$ cat src/pkg/fpc_pkg.sv
// constants, types and helpers shared by the flash protect/program controller
// assumes one 50 MHz clock domain; byte addresses on the register port
// Operation
// program/erase on protected block flags access
// finished program or erase flags completion
// eeprom interrupt forwarded as own flag
// bad supply aborts operation, flags voltage
// clearing-only violation flags data error
// failed erase flags erase error
// failed program flags program error
// per-source enables gate the interrupt line
// raw and masked flags both readable
// data read of fetch-only block refused
// software programs aligned 32-bit words only
// three protection levels enforced
// protection may only tighten
// loosening attempts blocked, setting kept
// uncommitted protection reverts on reset
// protection commit stored, finish signalled
// two readable writable user registers
// user commit makes values permanent
// busy and finished shown to software
// erase leaves block all ones
// programming only clears bits
// clear request drops named flags
// misaligned erase address rejected as error
package fpc_pkg;
  localparam int NBLK = 8;
  localparam int BLK_W = 3;
  localparam int BLK_LSB = 10;
  localparam int ADDR_TOP = 13;
  localparam int NFLAG = 7;
  // register offsets
  localparam logic [7:0] REG_ADDR = 8'h00;
  localparam logic [7:0] REG_DATA = 8'h04;
  localparam logic [7:0] REG_CMD = 8'h08;
  localparam logic [7:0] REG_STAT = 8'h0C;
  localparam logic [7:0] REG_RAW = 8'h10;
  localparam logic [7:0] REG_MASKED = 8'h14;
  localparam logic [7:0] REG_IEN = 8'h18;
  localparam logic [7:0] REG_ICLR = 8'h1C;
  localparam logic [7:0] REG_PROT = 8'h20;
  localparam logic [7:0] REG_USER0 = 8'h24;
  localparam logic [7:0] REG_USER1 = 8'h28;
  // command bits
  localparam int CMD_PROG = 0;
  localparam int CMD_ERASE = 1;
  localparam int CMD_PSAVE = 2;
  localparam int CMD_USAVE = 3;
  // protect register write fields
  localparam int PROT_BLK_LSB = 8;
  // status bits
  localparam int STAT_BUSY = 0;
  localparam int STAT_DONE = 1;
  localparam int STAT_ERR = 2;
  localparam int STAT_ULOCK = 3;
  // interrupt flag positions
  localparam int FL_ACCESS = 0;
  localparam int FL_DONE = 1;
  localparam int FL_EEPROM = 2;
  localparam int FL_VOLT = 3;
  localparam int FL_DATA = 4;
  localparam int FL_ERASE = 5;
  localparam int FL_PROG = 6;
  // protection levels
  localparam logic [1:0] PROTECT_LEVEL_OPEN = 2'h0;
  localparam logic [1:0] PROTECT_LEVEL_NOWRITE = 2'h1;
  localparam logic [1:0] PROTECT_LEVEL_FETCH_ONLY = 2'h2;
  localparam logic [31:0] RESET_WORD = 32'h0000_0000;
  localparam logic [NFLAG-1:0] RESET_FLAGS = 7'h00;

  // request to the flash array macro
  typedef struct packed {
    logic req;
    logic erase;
    logic abort;
    logic [31:0] addr;
    logic [31:0] wdata;
  } fpc_fa_req_t;

  // block index of a byte address
  function automatic logic [BLK_W-1:0] fpc_blk(input logic [31:0] a);
    return a[BLK_LSB+BLK_W-1:BLK_LSB];
  endfunction

  // address lies inside the array
  function automatic logic fpc_in_range(input logic [31:0] a);
    return a[31:ADDR_TOP] == 19'h0_0000;
  endfunction
endpackage

$ cat src/verilog/fpc_ctrl.sv
// flash protect/program controller: register port, sequencer, protection
// assumes a flash array macro with combinational read of fa.addr,
// a nonvolatile store presenting committed values at reset release
//
// The register addresses and strobed register access were left to the implementer.
`timescale 1ns/1ps
module fpc_ctrl import fpc_pkg::*; (
  input wire logic clk,
  input wire logic rstn,
  input wire logic [7:0] reg_addr,
  input wire logic [31:0] reg_wdata,
  input wire logic reg_wr,
  input wire logic reg_rd,
  output logic [31:0] reg_rdata_r,
  output fpc_fa_req_t fa_r,
  input wire logic [31:0] fa_rdata,
  input wire logic fa_done,
  input wire logic fa_ok,
  input wire logic supply_bad,
  input wire logic ee_irq,
  input wire logic dr_req,
  input wire logic [31:0] dr_addr,
  output logic dr_deny_r,
  output logic nv_req_r,
  output logic nv_sel_r,
  output logic [63:0] nv_wdata_r,
  input wire logic nv_done,
  input wire logic [2*NBLK-1:0] nv_prot,
  input wire logic [31:0] nv_user0,
  input wire logic [31:0] nv_user1,
  output logic irq_r
);
  typedef enum logic [4:0] {
    ST_LOAD = 5'b00001,
    ST_IDLE = 5'b00010,
    ST_CHECK = 5'b00100,
    ST_WAIT = 5'b01000,
    ST_NV = 5'b10000
  } fpc_state_t;

  typedef struct packed {
    fpc_state_t st;
    logic [31:0] addr;
    logic [31:0] data;
    logic [2*NBLK-1:0] prot;
    logic [31:0] user0;
    logic [31:0] user1;
    logic ulock;
    logic busy;
    logic done;
    logic err;
    logic [NFLAG-1:0] ien;
    fpc_fa_req_t fa;
    logic nv_req;
    logic nv_sel;
    logic [63:0] nv_wdata;
    logic [31:0] rdata;
    logic dr_deny;
  } fpc_ctrl_t;

  fpc_ctrl_t q_r, q_nxt;
  logic [NFLAG-1:0] fset;
  logic [NFLAG-1:0] fclr;
  logic [NFLAG-1:0] raw;
  logic vbad;
  logic [1:0] lvl_cmd;
  logic [1:0] lvl_dr;
  logic [BLK_W-1:0] pblk;
  logic [1:0] pcur;
  logic [1:0] pnew;

  // supply monitor is an outside level
  fpc_sync3 u_vsync (
    .clk(clk),
    .rstn(rstn),
    .din(supply_bad),
    .dout_r(vbad)
  );

  // sticky flags, mask and interrupt line
  fpc_irq_flags u_flags (
    .clk(clk),
    .rstn(rstn),
    .set(fset),
    .clr(fclr),
    .en(q_r.ien),
    .raw_r(raw),
    .irq_r(irq_r)
  );

  // protection levels of the addressed blocks
  assign lvl_cmd = q_r.prot[2*fpc_blk(q_r.addr) +: 2];
  assign lvl_dr = q_r.prot[2*fpc_blk(dr_addr) +: 2];
  assign pblk = reg_wdata[PROT_BLK_LSB +: BLK_W];
  assign pcur = q_r.prot[2*pblk +: 2];
  assign pnew = reg_wdata[1:0];

  always_comb begin
    q_nxt = q_r;
    fset = '0;
    fclr = '0;
    q_nxt.fa.req = 1'b0;
    q_nxt.fa.abort = 1'b0;
    q_nxt.nv_req = 1'b0;
    q_nxt.rdata = RESET_WORD;

    // eeprom event forwarded
    fset[FL_EEPROM] = ee_irq;

    // data reads of fetch-only blocks are refused
    q_nxt.dr_deny = dr_req && (lvl_dr == PROTECT_LEVEL_FETCH_ONLY);
    if (q_nxt.dr_deny) begin
      fset[FL_ACCESS] = 1'b1;
    end

    // register writes
    if (reg_wr) begin
      case (reg_addr)
        REG_ADDR: q_nxt.addr = reg_wdata;
        REG_DATA: q_nxt.data = reg_wdata;
        REG_IEN: q_nxt.ien = reg_wdata[NFLAG-1:0];
        REG_ICLR: fclr = reg_wdata[NFLAG-1:0];
        REG_PROT: begin
          // only tightening is accepted, anything else leaves the level
          if (pnew <= PROTECT_LEVEL_FETCH_ONLY && pnew >= pcur) begin
            q_nxt.prot[2*pblk +: 2] = pnew;
          end
        end
        REG_USER0: begin
          if (!q_r.ulock) begin
            q_nxt.user0 = reg_wdata;
          end
        end
        REG_USER1: begin
          if (!q_r.ulock) begin
            q_nxt.user1 = reg_wdata;
          end
        end
        default: begin
        end
      endcase
    end

    // register reads, data stand one cycle
    if (reg_rd) begin
      case (reg_addr)
        REG_ADDR: q_nxt.rdata = q_r.addr;
        REG_DATA: q_nxt.rdata = q_r.data;
        REG_STAT: begin
          q_nxt.rdata[STAT_BUSY] = q_r.busy;
          q_nxt.rdata[STAT_DONE] = q_r.done;
          q_nxt.rdata[STAT_ERR] = q_r.err;
          q_nxt.rdata[STAT_ULOCK] = q_r.ulock;
        end
        REG_RAW: q_nxt.rdata[NFLAG-1:0] = raw;
        REG_MASKED: q_nxt.rdata[NFLAG-1:0] = raw & q_r.ien;
        REG_IEN: q_nxt.rdata[NFLAG-1:0] = q_r.ien;
        REG_PROT: q_nxt.rdata[2*NBLK-1:0] = q_r.prot;
        REG_USER0: q_nxt.rdata = q_r.user0;
        REG_USER1: q_nxt.rdata = q_r.user1;
        default: q_nxt.rdata = RESET_WORD;
      endcase
    end

    // sequencer
    case (q_r.st)
      ST_LOAD: begin
        // committed values come back after every reset
        q_nxt.prot = nv_prot;
        q_nxt.user0 = nv_user0;
        q_nxt.user1 = nv_user1;
        q_nxt.st = ST_IDLE;
      end
      ST_IDLE: begin
        if (reg_wr && reg_addr == REG_CMD) begin
          q_nxt.done = 1'b0;
          q_nxt.err = 1'b0;
          q_nxt.fa.addr = q_r.addr;
          if (reg_wdata[CMD_PROG]) begin
            q_nxt.fa.erase = 1'b0;
            if (!fpc_in_range(q_r.addr) || q_r.addr[1:0] != 2'h0) begin
              fset[FL_PROG] = 1'b1;
              q_nxt.err = 1'b1;
              q_nxt.done = 1'b1;
            end else if (lvl_cmd != PROTECT_LEVEL_OPEN) begin
              fset[FL_ACCESS] = 1'b1;
              q_nxt.err = 1'b1;
              q_nxt.done = 1'b1;
            end else begin
              q_nxt.busy = 1'b1;
              q_nxt.st = ST_CHECK;
            end
          end else if (reg_wdata[CMD_ERASE]) begin
            q_nxt.fa.erase = 1'b1;
            if (!fpc_in_range(q_r.addr) || q_r.addr[BLK_LSB-1:0] != 10'h000) begin
              fset[FL_ERASE] = 1'b1;
              q_nxt.err = 1'b1;
              q_nxt.done = 1'b1;
            end else if (lvl_cmd != PROTECT_LEVEL_OPEN) begin
              fset[FL_ACCESS] = 1'b1;
              q_nxt.err = 1'b1;
              q_nxt.done = 1'b1;
            end else begin
              // array fills the whole block with ones
              q_nxt.fa.req = 1'b1;
              q_nxt.busy = 1'b1;
              q_nxt.st = ST_WAIT;
            end
          end else if (reg_wdata[CMD_PSAVE]) begin
            q_nxt.nv_req = 1'b1;
            q_nxt.nv_sel = 1'b0;
            q_nxt.nv_wdata = {48'h0000_0000_0000, q_r.prot};
            q_nxt.busy = 1'b1;
            q_nxt.st = ST_NV;
          end else if (reg_wdata[CMD_USAVE]) begin
            q_nxt.nv_req = 1'b1;
            q_nxt.nv_sel = 1'b1;
            q_nxt.nv_wdata = {q_r.user1, q_r.user0};
            q_nxt.busy = 1'b1;
            q_nxt.st = ST_NV;
          end
        end
      end
      ST_CHECK: begin
        // a stored 0 must never be asked to become 1
        if (|(~fa_rdata & q_r.data)) begin
          fset[FL_DATA] = 1'b1;
          q_nxt.err = 1'b1;
          q_nxt.done = 1'b1;
          q_nxt.busy = 1'b0;
          q_nxt.st = ST_IDLE;
        end else begin
          q_nxt.fa.wdata = q_r.data & fa_rdata;
          q_nxt.fa.req = 1'b1;
          q_nxt.st = ST_WAIT;
        end
      end
      ST_WAIT: begin
        if (vbad) begin
          q_nxt.fa.abort = 1'b1;
          fset[FL_VOLT] = 1'b1;
          q_nxt.err = 1'b1;
          q_nxt.done = 1'b1;
          q_nxt.busy = 1'b0;
          q_nxt.st = ST_IDLE;
        end else if (fa_done) begin
          fset[FL_DONE] = 1'b1;
          if (!fa_ok) begin
            q_nxt.err = 1'b1;
            if (q_r.fa.erase) begin
              fset[FL_ERASE] = 1'b1;
            end else begin
              fset[FL_PROG] = 1'b1;
            end
          end
          q_nxt.done = 1'b1;
          q_nxt.busy = 1'b0;
          q_nxt.st = ST_IDLE;
        end
      end
      ST_NV: begin
        if (nv_done) begin
          q_nxt.done = 1'b1;
          q_nxt.busy = 1'b0;
          if (q_r.nv_sel) begin
            q_nxt.ulock = 1'b1;
          end
          q_nxt.st = ST_IDLE;
        end
      end
      default: q_nxt.st = ST_IDLE;
    endcase
  end

  always_ff @(posedge clk or negedge rstn) begin
    if (!rstn) begin
      q_r <= '0;
      q_r.st <= ST_LOAD;
    end else begin
      q_r <= q_nxt;
    end
  end

  assign reg_rdata_r = q_r.rdata;
  assign fa_r = q_r.fa;
  assign dr_deny_r = q_r.dr_deny;
  assign nv_req_r = q_r.nv_req;
  assign nv_sel_r = q_r.nv_sel;
  assign nv_wdata_r = q_r.nv_wdata;
endmodule

$ cat src/verilog/fpc_irq_flags.sv
// sticky interrupt flags with enable mask and one interrupt line
// assumes set and clear pulses come from the same clock domain
`timescale 1ns/1ps
module fpc_irq_flags import fpc_pkg::*; (
  input wire logic clk,
  input wire logic rstn,
  input wire logic [NFLAG-1:0] set,
  input wire logic [NFLAG-1:0] clr,
  input wire logic [NFLAG-1:0] en,
  output logic [NFLAG-1:0] raw_r,
  output logic irq_r
);
  typedef struct packed {
    logic [NFLAG-1:0] raw;
    logic irq;
  } fpc_flag_t;

  fpc_flag_t q_r, q_nxt;

  // set wins over a clear in the same cycle
  always_comb begin
    q_nxt.raw = (q_r.raw & ~clr) | set;
    q_nxt.irq = |(q_nxt.raw & en);
  end

  always_ff @(posedge clk or negedge rstn) begin
    if (!rstn) begin
      q_r <= '0;
    end else begin
      q_r <= q_nxt;
    end
  end

  assign raw_r = q_r.raw;
  assign irq_r = q_r.irq;
endmodule

$ cat src/verilog/fpc_sync3.sv
// three-stage synchroniser for one asynchronous level
// assumes the input is a pin outside the clk domain
`timescale 1ns/1ps
module fpc_sync3 import fpc_pkg::*; (
  input wire logic clk,
  input wire logic rstn,
  input wire logic din,
  output logic dout_r
);
  typedef struct packed {
    logic s1;
    logic s2;
    logic s3;
    logic out;
  } fpc_sync_t;

  fpc_sync_t q_r, q_nxt;

  // change counts once stages two and three agree
  always_comb begin
    q_nxt = q_r;
    q_nxt.s1 = din;
    q_nxt.s2 = q_r.s1;
    q_nxt.s3 = q_r.s2;
    if (q_r.s2 == q_r.s3) begin
      q_nxt.out = q_r.s3;
    end
  end

  always_ff @(posedge clk or negedge rstn) begin
    if (!rstn) begin
      q_r <= '0;
    end else begin
      q_r <= q_nxt;
    end
  end

  assign dout_r = q_r.out;
endmodule
$ cat config.mk
export PLATFORM = sky130hd
export DESIGN_NAME = fpc_ctrl
export DESIGN_NICKNAME = d
export VERILOG_FILES = /design/src/pkg/fpc_pkg.sv /design/src/verilog/fpc_ctrl.sv /design/src/verilog/fpc_irq_flags.sv /design/src/verilog/fpc_sync3.sv
export SDC_FILE = /design/constraint.sdc
export NUM_CORES = 1
export LEC_CHECK = 0
export BUFFER_PORTS_ARGS = -buffer_cell sky130_fd_sc_hd__buf_2
export CORE_MARGIN = 5
export CORE_UTILIZATION = 33
export DETAILED_ROUTE_END_ITERATION = 10
export PLACE_DENSITY = 0.54
export SLEW_MARGIN = 20
export SYNTH_ARGS = -nofsm -noshare
export SYNTH_HDL_FRONTEND = slang
export SYNTH_HIERARCHICAL = 1
export SYNTH_SLANG_ARGS = --single-unit
$ cat constraint.sdc
create_clock -name clk -period 3.6 [get_ports clk]
set_input_delay 0.54 -clock clk [delete_from_list [all_inputs] [get_ports clk]]
set_output_delay 0.54 -clock clk [all_outputs]
set_load 0.005 [all_outputs]
==> results of run 1 <==
-- path summary, 6_finish.rpt --
check	startpoint	endpoint	depth (start not counted)
hold reg to reg	u_vsync/q_nxt[2]	u_vsync/q_nxt[1]	0
min in group clk	supply_bad	u_vsync/q_nxt[2]	1
max in group asynchronous	rstn	q_r[271]	2
hold / removal	rstn	q_r[285]	1
setup reg to reg	q_r[243]	q_r[244]	10
setup / recovery	q_r[243]	q_r[244]	10
-- layout by cell type (no fill, tap or decap), drive strengths merged, types with 25 or more instances in the layout --
| cell type | instances |
|---|---|
| a22o | 48 |
| inv | 64 |
| nor2 | 116 |
| mux2i | 81 |
| clkbuf | 60 |
| nor2b | 25 |
| a22oi | 65 |
| buf | 375 |
| nand2 | 181 |
| o21ai | 71 |
| dfrtp | 337 |
| a21oi | 120 |
| nand3 | 45 |
| mux2 | 63 |
-- per-layer routing --
layer	vias up	routed length [um]	track usage (%)
met4	8	1490	5.12
met1	6551	24800	27.3
met5	-	29	0
li1	5877	-	-
met2	422	29000	35.7
met3	94	3670	4.35
-- registers in the layout, indices dropped and copies added (netlist names) --
signal and count:
q_r 160, fa_r 67, nv_wdata_r 64, reg_rdata_r 32, u_flags/raw_r 7, u_vsync/q_nxt 2
dr_deny_r 1, nv_req_r 1, nv_sel_r 1, u_flags/irq_r 1, u_vsync/dout_r 1, u_vsync/q_r 1
-- cell families after synthesis --
family | Yosys count
other | 1
adder cells (fa/ha/maj) | 5
flip-flops | 338
AO/OA/AOI/OAI | 374
multiplexers | 150
AND/OR/NAND/NOR | 443
buffers and inverters | 321
XOR/XNOR | 2
-- metrics by stage --
step,hold WS (ps),utilization [%]
6_report,0.610,38.5
5_1_grt,36.7,38.5
4_1_cts,5.94,38.5
3_5_place_dp,339,35.9
3_3_place_gp,338,35.9
2_1_floorplan,244,-
-- final cells by class --
class	count	area, um^2
fill	5096	30700
sequential	338	8460
multi-input combinational	975	6250
timing repair buffer	375	2100
clock buffer	60	1170
tap	672	841
inverter	65	244
clock inverter	11	119
antenna	2	5.00
-- power by group through the flow --
stage / Clock, mW / Combinational (mW) / Sequential, mW
3_3_place_gp: 0 / 1.66 / 5.11
2_1_floorplan: 0 / 1.20 / 4.80
3_5_place_dp: 0 / 1.69 / 5.13
4_1_cts: 4.13 / 1.70 / 5.06
6_report: 4.01 / 1.67 / 5.07
5_1_grt: 4.27 / 1.88 / 5.13
==> results.json, run 1 <==
{
  "core_mm2": 0.0499,
  "dr_total_vias": 13000,
  "timing_max_transition_violations_final": 0,
  "hold_buffers": 0,
  "cts.htree.levels": 2,
  "cpPeakStageDelay_ps": 540,
  "grt_remaining_overflow": 0,
  "powerDensity_mw_per_mm2": 561,
  "critPathTopFamily": "simple AND/OR/NAND/NOR gates",
  "startpoint_type": "flop",
  "synth-warning-count": 6,
  "critical_path_buf_inv_count": 0,
  "edff_count_synth": 0,
  "power.switching_fraction_pct": 30.1,
  "top_area_cells_in_the_synthesized_netlist": "sky130_fd_sc_hd__dfrtp_1 (51%), sky130_fd_sc_hd__buf_4 (7.6%), sky130_fd_sc_hd__mux2i_1 (4.9%)",
  "cts_resized": 0,
  "clock_tree.buffer_depth": 3,
  "wire_per_inst_um": 23.6,
  "clkPwrFrac_pct": 37.3,
  "synth_xor_xnor_area_share_pct": 0.106,
  "clock-sinks": 338,
  "final_cells": 2498,
  "grt_max_degree": 161,
  "synthDominantAreaCellType": "sky130_fd_sc_hd__dfrtp_1",
  "dpl_cell_area_mm2": 0.0179,
  "post_synth_mux_area_share_pct": 10.0,
  "synthMostInstantiatedCell": "sky130_fd_sc_hd__dfrtp_1",
  "cap_viol_max_count": 0,
  "dieHeight_um": 234,
  "p_leak_nw": 9.76,
  "detail_route.iter0.violations": 1044,
  "synth_top_area_share_pct": 51.1,
  "worst_vdd_rail_ir_drop_mv": 0.258,
  "layout_cell_area_excl_fill_mm2": 0.0192,
  "synth-adder-area-share_pct": 0.371,
  "rsz0062_at_grt": "false",
  "report.final.hold_viol_count": 0,
  "grt_pass1_vias": 13000,
  "power_share_of_the_sequential_group_pct": 47.1,
  "cts.clk_slew.worst_paths_ps": 60,
  "p_comb_share_pct": 15.5,
  "worst-endpoint-required_ps": 4000,
  "synth_top_cells_by_count": "sky130_fd_sc_hd__dfrtp_1 (337), sky130_fd_sc_hd__nand2_1 (181), sky130_fd_sc_hd__buf_4 (167)",
  "hpwlAfterDp_um": 44000,
  "effective_utilization_at_floorplan_pct": 33.1,
  "post_synthesis_cell_area_mm2": 0.0165,
  "detail-route-antenna-nets": 0,
  "drt_first_pass_iters": 5,
  "final_layout_size_suffix_gt1_share_pct": 28.8,
  "finalSetupViolCount": 0,
  "std_cell_rows": 82,
  "post-route-drc-count": 0,
  "cp-end-kind": "flop",
  "seq_area_frac_synth_pct": 51.2,
  "finalWorstPathRequiredPeriod_ps": 2790,
  "tightest_slew_ps": 773,
  "yosys_most_used_dff": "sky130_fd_sc_hd__dfrtp_1",
  "syn_nets": 1832,
  "number_of_antenna_violations_at_the_first_check_in_global_routing": 6,
  "synth_top_family_by_area": "compound AO/OA/AOI/OAI gates",
  "die_width_um": 234,
  "worstHoldPathType": "in2async",
  "yosysUniqueCellTypes": 66,
  "area.growth.synth_to_final_pct": 16.1,
  "skew_ps": 22.3,
  "inserted_clock_buffers": 40,
  "setup.worst_path.class": "reg2reg",
  "outcome": "completed",
  "cts_post_setup_buffers_inserted": 0,
  "place_congestion": 0.906,
  "worst_slack_ps": 813,
  "io-pin-count": 361,
  "maxSlewHeadroom_pct": 48.5,
  "yosys_register_bits": 338,
  "syn_area_per_cell_um2": 10.1,
  "pre_cts_ws_ps": 475,
  "cellInternalPower_mw": 7.52,
  "cp_slowest_cell": "sky130_fd_sc_hd__dfrtp_1",
  "maxClockFrequency_mhz": 359,
  "latest_clock_arrival_within_the_worst_skew_pair_ps": 550,
  "synth_cells": 1634,
  "power.net_switching_mw": 3.24,
  "placed_instances": 2425,
  "synth_area_in_simple_gates_pct": 12.4,
  "port-buffer-count": 331,
  "num-nets-final": 1993,
  "cts_root_buf": "sky130_fd_sc_hd__clkbuf_16",
  "fin_setup_tns_ps": 0,
  "r2r_slack_ps": 810,
  "critical_path_arrival_ps": 3180,
  "die_area_mm2": 0.0546,
  "cts_tree": "built",
  "synth-async-reset-ratio_pct": 100,
  "wirelength_um": 59000,
  "path_max_fanout": 6,
  "routed_via_density": 5.18,
  "layout_worst_path_cycle_share_pct": 77.4,
  "complex_gate_fraction_of_the_synthesized_area_pct": 14.6,
  "grt_pass1_wl_um": 85600,
  "timing.critical_path.cells": "mux4_2 > nand2_1 > nand2_1 > ha_1 > nand2b_1 > a21oi_1 > nor4b_2 > and3_1 > mux2i_1 > a21oi_1",
  "finalPower_mw": 10.8,
  "grt_usage_pct": 20.9
}
No activity file was read; power rests on OpenSTA's default activity.
==> run 2: changes to the inputs <==
--- a/config.mk
+++ b/config.mk
@@ -9,7 +9,7 @@
 export CORE_MARGIN = 5
 export CORE_UTILIZATION = 33
 export DETAILED_ROUTE_END_ITERATION = 10
-export PLACE_DENSITY = 0.54
+export PLACE_DENSITY = 0.56
 export SLEW_MARGIN = 20
 export SYNTH_ARGS = -nofsm -noshare
 export SYNTH_HDL_FRONTEND = slang
==> constraint.sdc (replaced) <==
create_clock -name clk -period 2.29 [get_ports clk]
set_input_delay 0.3435 -clock clk [delete_from_list [all_inputs] [get_ports clk]]
set_output_delay 0.3435 -clock clk [all_outputs]
set_load 0.005 [all_outputs]
==> run 2 against run 1 <==
Against the previous run:
- the run now ends with negative setup slack left
- combinational power increased by 130%
- sequential share of layout area shrank 4.2 points
- maximum frequency rose by 13%
- critical path type unchanged
- critical endpoint is now q_r[246]
- largest cell class unchanged
- largest power group unchanged
==> results.json, run 2 (synthesis results as in run 1) <==
{
  "worstHoldPathType": "in2reg",
  "cp_slowest_cell": "sky130_fd_sc_hd__mux4_2",
  "largest_register_ff_count": 160,
  "num-nets-final": 2146,
  "timing.critical_path.cells": "mux4_2 > nand2_2 > nand2_2 > ha_4 > nand2b_4 > a21oi_4 > nor4b_4 > buf_4 > nand4_1 > mux2i_1 > a21oi_1",
  "grt_remaining_overflow": 0,
  "hpwlAfterDp_um": 48400,
  "finalSetupViolCount": 45,
  "critical_path_arrival_ps": 2900,
  "timing_max_transition_violations_final": 0,
  "grt_pass1_vias": 14400,
  "area.growth.synth_to_final_pct": 28.3,
  "cp-end-kind": "flop",
  "critical_path.reg2reg.endpoint": "q_r[246]",
  "wirelength_um": 64000,
  "tightest_slew_ps": 726,
  "worst_slack_ps": -169,
  "r2r_slack_ps": -170,
  "startpoint_type": "flop",
  "failed_checks": "negative setup slack",
  "clock_tree.buffer_depth": 3,
  "outcome": "finished with violations",
  "layout_worst_path_cycle_share_pct": 107,
  "timing.critical_path.mode_cell": "sky130_fd_sc_hd__nand2_2",
  "finalPower_mw": 18.0,
  "report.final.hold_viol_count": 0,
  "clock-sinks": 338,
  "setup.worst_path.class": "reg2reg",
  "io-pin-count": 361,
  "grt_max_degree": 74,
  "place_congestion": 0.911,
  "path_max_fanout": 3,
  "worst_r2r_src": "q_r[241]",
  "timing.critical_path.to": "q_r[246]",
  "reg2regPathDepth": 11,
  "worst-endpoint-required_ps": 2730,
  "latest_clock_arrival_within_the_worst_skew_pair_ps": 560,
  "final_layout_size_suffix_gt1_share_pct": 38.2,
  "cts.htree.levels": 2,
  "number_of_antenna_violations_at_the_first_check_in_global_routing": 1,
  "inserted_clock_buffers": 39,
  "most-common-layout-cells": "sky130_fd_sc_hd__dfrtp_1 (336), sky130_fd_sc_hd__buf_2 (330), sky130_fd_sc_hd__nand2_1 (173)",
  "cap_viol_max_count": 0,
  "setup_crit_start": "q_r[241]",
  "final_cells": 2648,
  "die_width_um": 234,
  "core_mm2": 0.0499,
  "largest_register": "q_r",
  "worst_vdd_rail_ir_drop_mv": 0.446,
  "drt_first_pass_iters": 5,
  "std_cell_rows": 82,
  "cpPeakStageDelay_ps": 470,
  "rsz0062_at_grt": "true",
  "detail-route-antenna-nets": 0,
  "maxClockFrequency_mhz": 407,
  "grt_pass1_wl_um": 93800,
  "routed_via_density": 5.15,
  "powerDensity_mw_per_mm2": 851,
  "fin_setup_tns_ps": -3840,
  "layout.filler_cells": 4886,
  "most_common_cell_after_layout_fill_and_taps_aside": "sky130_fd_sc_hd__dfrtp_1",
  "maxSlewHeadroom_pct": 51.2,
  "detail_route.iter0.violations": 993,
  "skew_ps": 20.6,
  "placed_instances": 2566,
  "wire_per_inst_um": 24.2,
  "grt_usage_pct": 22.9,
  "effective_utilization_at_floorplan_pct": 33.1,
  "cts.clk_slew.worst_paths_ps": 60,
  "dr_total_vias": 13600,
  "dieHeight_um": 234,
  "cts_tree": "built",
  "finalWorstPathRequiredPeriod_ps": 2460,
  "p_leak_nw": 10.7,
  "port-buffer-count": 331,
  "post-route-drc-count": 0,
  "die_area_mm2": 0.0546,
  "cts_root_buf": "sky130_fd_sc_hd__clkbuf_16"
}
## run 2: cell types whose count changed in the layout (fill, tap and decap cells not counted), sizes merged
| cell | before | now |
|---|---|---|
| diode | 2 | 1 |
| bufinv | 2 | 5 |
| clkbuf | 60 | 54 |
| clkinvlp | 1 | 2 |
| dlygate4sd3 | 0 | 4 |
| buf | 375 | 524 |
## run 2: stage by stage
stage | utilization, % | setup slack (ps) | hold WS, ps | area (um^2)
6_report | 42.5 | -169 | 38.9 | 21200
5_1_grt | 42.5 | -286 | 33.0 | 21200
4_1_cts | 41.9 | -147 | 2.47 | 20900
3_5_place_dp | 38.4 | -415 | 313 | 19100
3_3_place_gp | 38.4 | -413 | 311 | 19100
2_1_floorplan | - | -80.5 | 47.9 | 16600
## run 2: worst min path at each step
stage | start | to | slack [ps] | depth (start not counted)
after floorplan | rstn | dr_deny_r | 50 | 0
after global placement | rstn | fa_r[58] | 310 | 1
after detailed placement | rstn | q_r[282] | 310 | 1
after CTS | nv_prot[7] | q_r[248] | 2 | 3
after global routing | nv_user1[13] | q_r[190] | 30 | 3
final | nv_prot[7] | q_r[248] | 40 | 3
## run 2: critical path: cells and delay by family (launching register included)
family	cells	cell delay, ps
and+or+nand+nor	5	700
muxes	2	680
DFF	1	390
adders and majority gates	1	250
buffers and inverters	1	170
AOI/OAI and AO/OA	2	150
## run 2: what timing repair did
| action | 4_1_cts | 5_1_grt |
|---|---|---|
| buffers inserted | 7 | 2 |
| pin swaps | 20 | 32 |
| hold buffers | 4 | 0 |
| endpoints found under the hold margin | 47 | 0 |
| cloned | 4 | 1 |
| gates resized for setup | 88 | 64 |
| endpoints found under the setup margin | 56 | 56 |
## run 2: routing by layer
metal	vias up	GRT usage (%)	share of wire, %
met2	470	40.1	50
met3	88	3.88	5.7
met1	6875	29.7	41
met5	-	0	0
li1	6200	-	-
met4	0	5.67	2.7
## run 2: final cells by class
type                       instances  area [um^2]  area share [%]
antenna                            1         2.50          0.0118
clock buffer                      53         1090            5.15
clock inverter                    15          209           0.986
inverter                          65          244            1.15
multi-input combinational        975         6800            32.1
sequential                       338         8460            39.9
tap                              672          841            3.97
timing repair buffer             529         3550            16.7
## run 2: where the power goes
| group | total [mW] | internal [mW] | switching (mW) |
|---|---|---|---|
| combinational | 3.82 | 1.74 | 2.08 |
| sequential | 7.73 | 6.89 | 0.840 |
| clock | 6.49 | 3.90 | 2.58 |
| total | 18.0 | 12.5 | 5.50 |
==> run 3: changes to the inputs <==
--- a/config.mk
+++ b/config.mk
@@ -7,9 +7,9 @@
 export LEC_CHECK = 0
 export BUFFER_PORTS_ARGS = -buffer_cell sky130_fd_sc_hd__buf_2
 export CORE_MARGIN = 5
-export CORE_UTILIZATION = 33
+export CORE_UTILIZATION = 29
 export DETAILED_ROUTE_END_ITERATION = 10
-export PLACE_DENSITY = 0.56
+export PLACE_DENSITY = 0.51
 export SLEW_MARGIN = 20
 export SYNTH_ARGS = -nofsm -noshare
 export SYNTH_HDL_FRONTEND = slang
==> run 3 against run 2 <==
Against the previous run:
- the run still ends with negative setup slack left
- die area increased by 13%
- first-iteration DRC count increased by 0.60%
- clock power increased by 1%
- sequential power about the same
- setup slack got worse by 9.2 ps
- register-to-register slack about the same
- via count decreased by 0.20%
- cell count increased by 3.4%
- core utilization decreased by 5.0 points
- global-route usage decreased by 2.5 points
- critical endpoint is now q_r[253]
==> results.json, run 3 (synthesis results as in run 1) <==
{
  "area.growth.synth_to_final_pct": 28.0,
  "largest_register_ff_count": 160,
  "hpwlAfterDp_um": 50400,
  "largest_register": "q_r",
  "die_width_um": 249,
  "cellInternalPower_mw": 12.5,
  "cts.clk_slew.worst_paths_ps": 60,
  "clock-sinks": 338,
  "power.net_switching_mw": 5.47,
  "cp_slowest_cell": "sky130_fd_sc_hd__mux4_2",
  "critical_path_arrival_ps": 2900,
  "layout_worst_path_cycle_share_pct": 108,
  "place_congestion": 0.880,
  "power.switching_fraction_pct": 30.4,
  "timing_max_transition_violations_final": 0,
  "drt_first_pass_iters": 7,
  "core_mm2": 0.0564,
  "hold_start": "ee_irq",
  "finalSetupViolCount": 25,
  "power_share_of_the_sequential_group_pct": 42.8,
  "critical_path_buf_inv_count": 2,
  "path_max_fanout": 3,
  "num-nets-final": 2147,
  "inserted_clock_buffers": 41,
  "detail_route.iter0.violations": 999,
  "hold_slack_ps": 38.4,
  "failed_checks": "negative setup slack",
  "grt_max_degree": 72,
  "startpoint_type": "flop",
  "layout.filler_cells": 5733,
  "die_area_mm2": 0.0618,
  "grt_pass1_vias": 14300,
  "report.final.hold_viol_count": 0,
  "rsz0062_at_grt": "true",
  "clock_tree.buffer_depth": 3,
  "timing.critical_path.cells": "mux4_2 > nand2_2 > nand2_2 > ha_4 > nand2b_4 > a21oi_4 > nor4b_2 > buf_4 > buf_4 > nand3_2 > mux2i_1 > a21oi_1",
  "worst_vdd_rail_ir_drop_mv": 0.457,
  "cts_root_buf": "sky130_fd_sc_hd__clkbuf_16",
  "finalWorstPathRequiredPeriod_ps": 2470,
  "hold_depth": 2,
  "detail-route-antenna-nets": 0,
  "post-route-drc-count": 0,
  "latest_clock_arrival_within_the_worst_skew_pair_ps": 560,
  "postLayoutCoreUtil_pct": 37.5,
  "io-pin-count": 361,
  "cap_viol_max_count": 0,
  "worstHoldPathType": "in2reg",
  "r2r_slack_ps": -180,
  "worst_r2r_src": "q_r[241]",
  "most_common_cell_after_layout_fill_and_taps_aside": "sky130_fd_sc_hd__dfrtp_1",
  "worst_slack_ps": -178,
  "dr_total_vias": 13600,
  "maxClockFrequency_mhz": 405,
  "reg2regPathDepth": 12,
  "wirelength_um": 66100,
  "most-common-layout-cells": "sky130_fd_sc_hd__dfrtp_1 (336), sky130_fd_sc_hd__buf_2 (330), sky130_fd_sc_hd__nand2_1 (173)",
  "grt_remaining_overflow": 0,
  "cts.htree.levels": 2,
  "tightest_slew_ps": 598,
  "skew_ps": 15.2,
  "grt_usage_pct": 20.4,
  "cpPeakStageDelay_ps": 470,
  "cts_tree": "built",
  "clkPwrFrac_pct": 36.5,
  "critical_path.reg2reg.endpoint": "q_r[253]",
  "effective_utilization_at_floorplan_pct": 29.3,
  "std_cell_rows": 87,
  "grt_pass1_wl_um": 96000,
  "worstHoldEndpoint": "u_flags/raw_r[2]",
  "maxSlewHeadroom_pct": 60.2,
  "p_comb_share_pct": 20.7,
  "outcome": "finished with violations",
  "cp-end-kind": "flop",
  "p_leak_nw": 10.7,
  "setup.worst_path.class": "reg2reg",
  "final_layout_size_suffix_gt1_share_pct": 37.5,
  "number_of_antenna_violations_at_the_first_check_in_global_routing": 0,
  "routed_via_density": 4.97,
  "critPathTopFamily": "multiplexers",
  "worst-endpoint-required_ps": 2720,
  "powerDensity_mw_per_mm2": 851,
  "dieHeight_um": 249,
  "diode_insertion_count_for_antenna_repair": 0,
  "wire_per_inst_um": 24.1,
  "port-buffer-count": 331
}
-- run 3: area by class of cell --
type	count	area (um^2)	share of cell area [%]
flip-flops and latches	338	8460	40.0
multi-input cells	975	6640	31.4
repair buffers	528	3500	16.5
clock buffers	68	1290	6.10
well taps	756	946	4.47
inverters	65	244	1.15
clock inverters	7	70.1	0.331
-- run 3: stage by stage --
stage	setup WS (ps)	power (mW)	instance area [um^2]	TNS, ps	std cells
CTS	-172	18.1	20600	-2280	2726
global placement	-363	11.3	19200	-9570	2648
global route	-280	18.9	21100	-8120	2737
floorplan	-80.5	9.48	16600	-549	1634
finish	-178	18.0	21100	-2500	2737
detailed placement	-390	11.4	19200	-12390	2648
-- run 3: repair_timing --
action,in CTS,in global routing
setup endpoints to repair,53,72
buffers inserted,1,5
resized for setup,17,110
pin swaps,7,29
hold endpoints to repair,57,0
gates cloned,0,7
hold buffers,2,0
-- run 3: worst max path at each step --
stage | start | endpoint | slack [ps] | cells past startpoint
after floorplan | reg_wdata[8] | q_r[245] | -80 | 11
after global placement | reg_wdata[8] | q_r[247] | -360 | 13
after detailed placement | reg_wdata[8] | q_r[248] | -390 | 12
after CTS | q_r[241] | q_r[245] | -170 | 11
after global routing | q_r[241] | q_r[243] | -280 | 11
final | q_r[241] | q_r[253] | -180 | 12
-- run 3: routing by layer --
metal	vias up	GRT usage [%]	wire, um
met1	6879	26.2	27700
met4	0	6.70	2330
met5	-	0	0
met2	453	35.0	32700
li1	6184	-	-
met3	90	3.66	3350
-- run 3: power by group through the flow --
stage / clock network (mW) / registers (mW) / logic (mW)
final: 6.57 / 7.71 / 3.72
after global routing: 7.00 / 7.81 / 4.07
after CTS: 6.76 / 7.69 / 3.61
after detailed placement: 0 / 7.80 / 3.56
after global placement: 0 / 7.76 / 3.52
after floorplan: 0 / 7.55 / 1.93
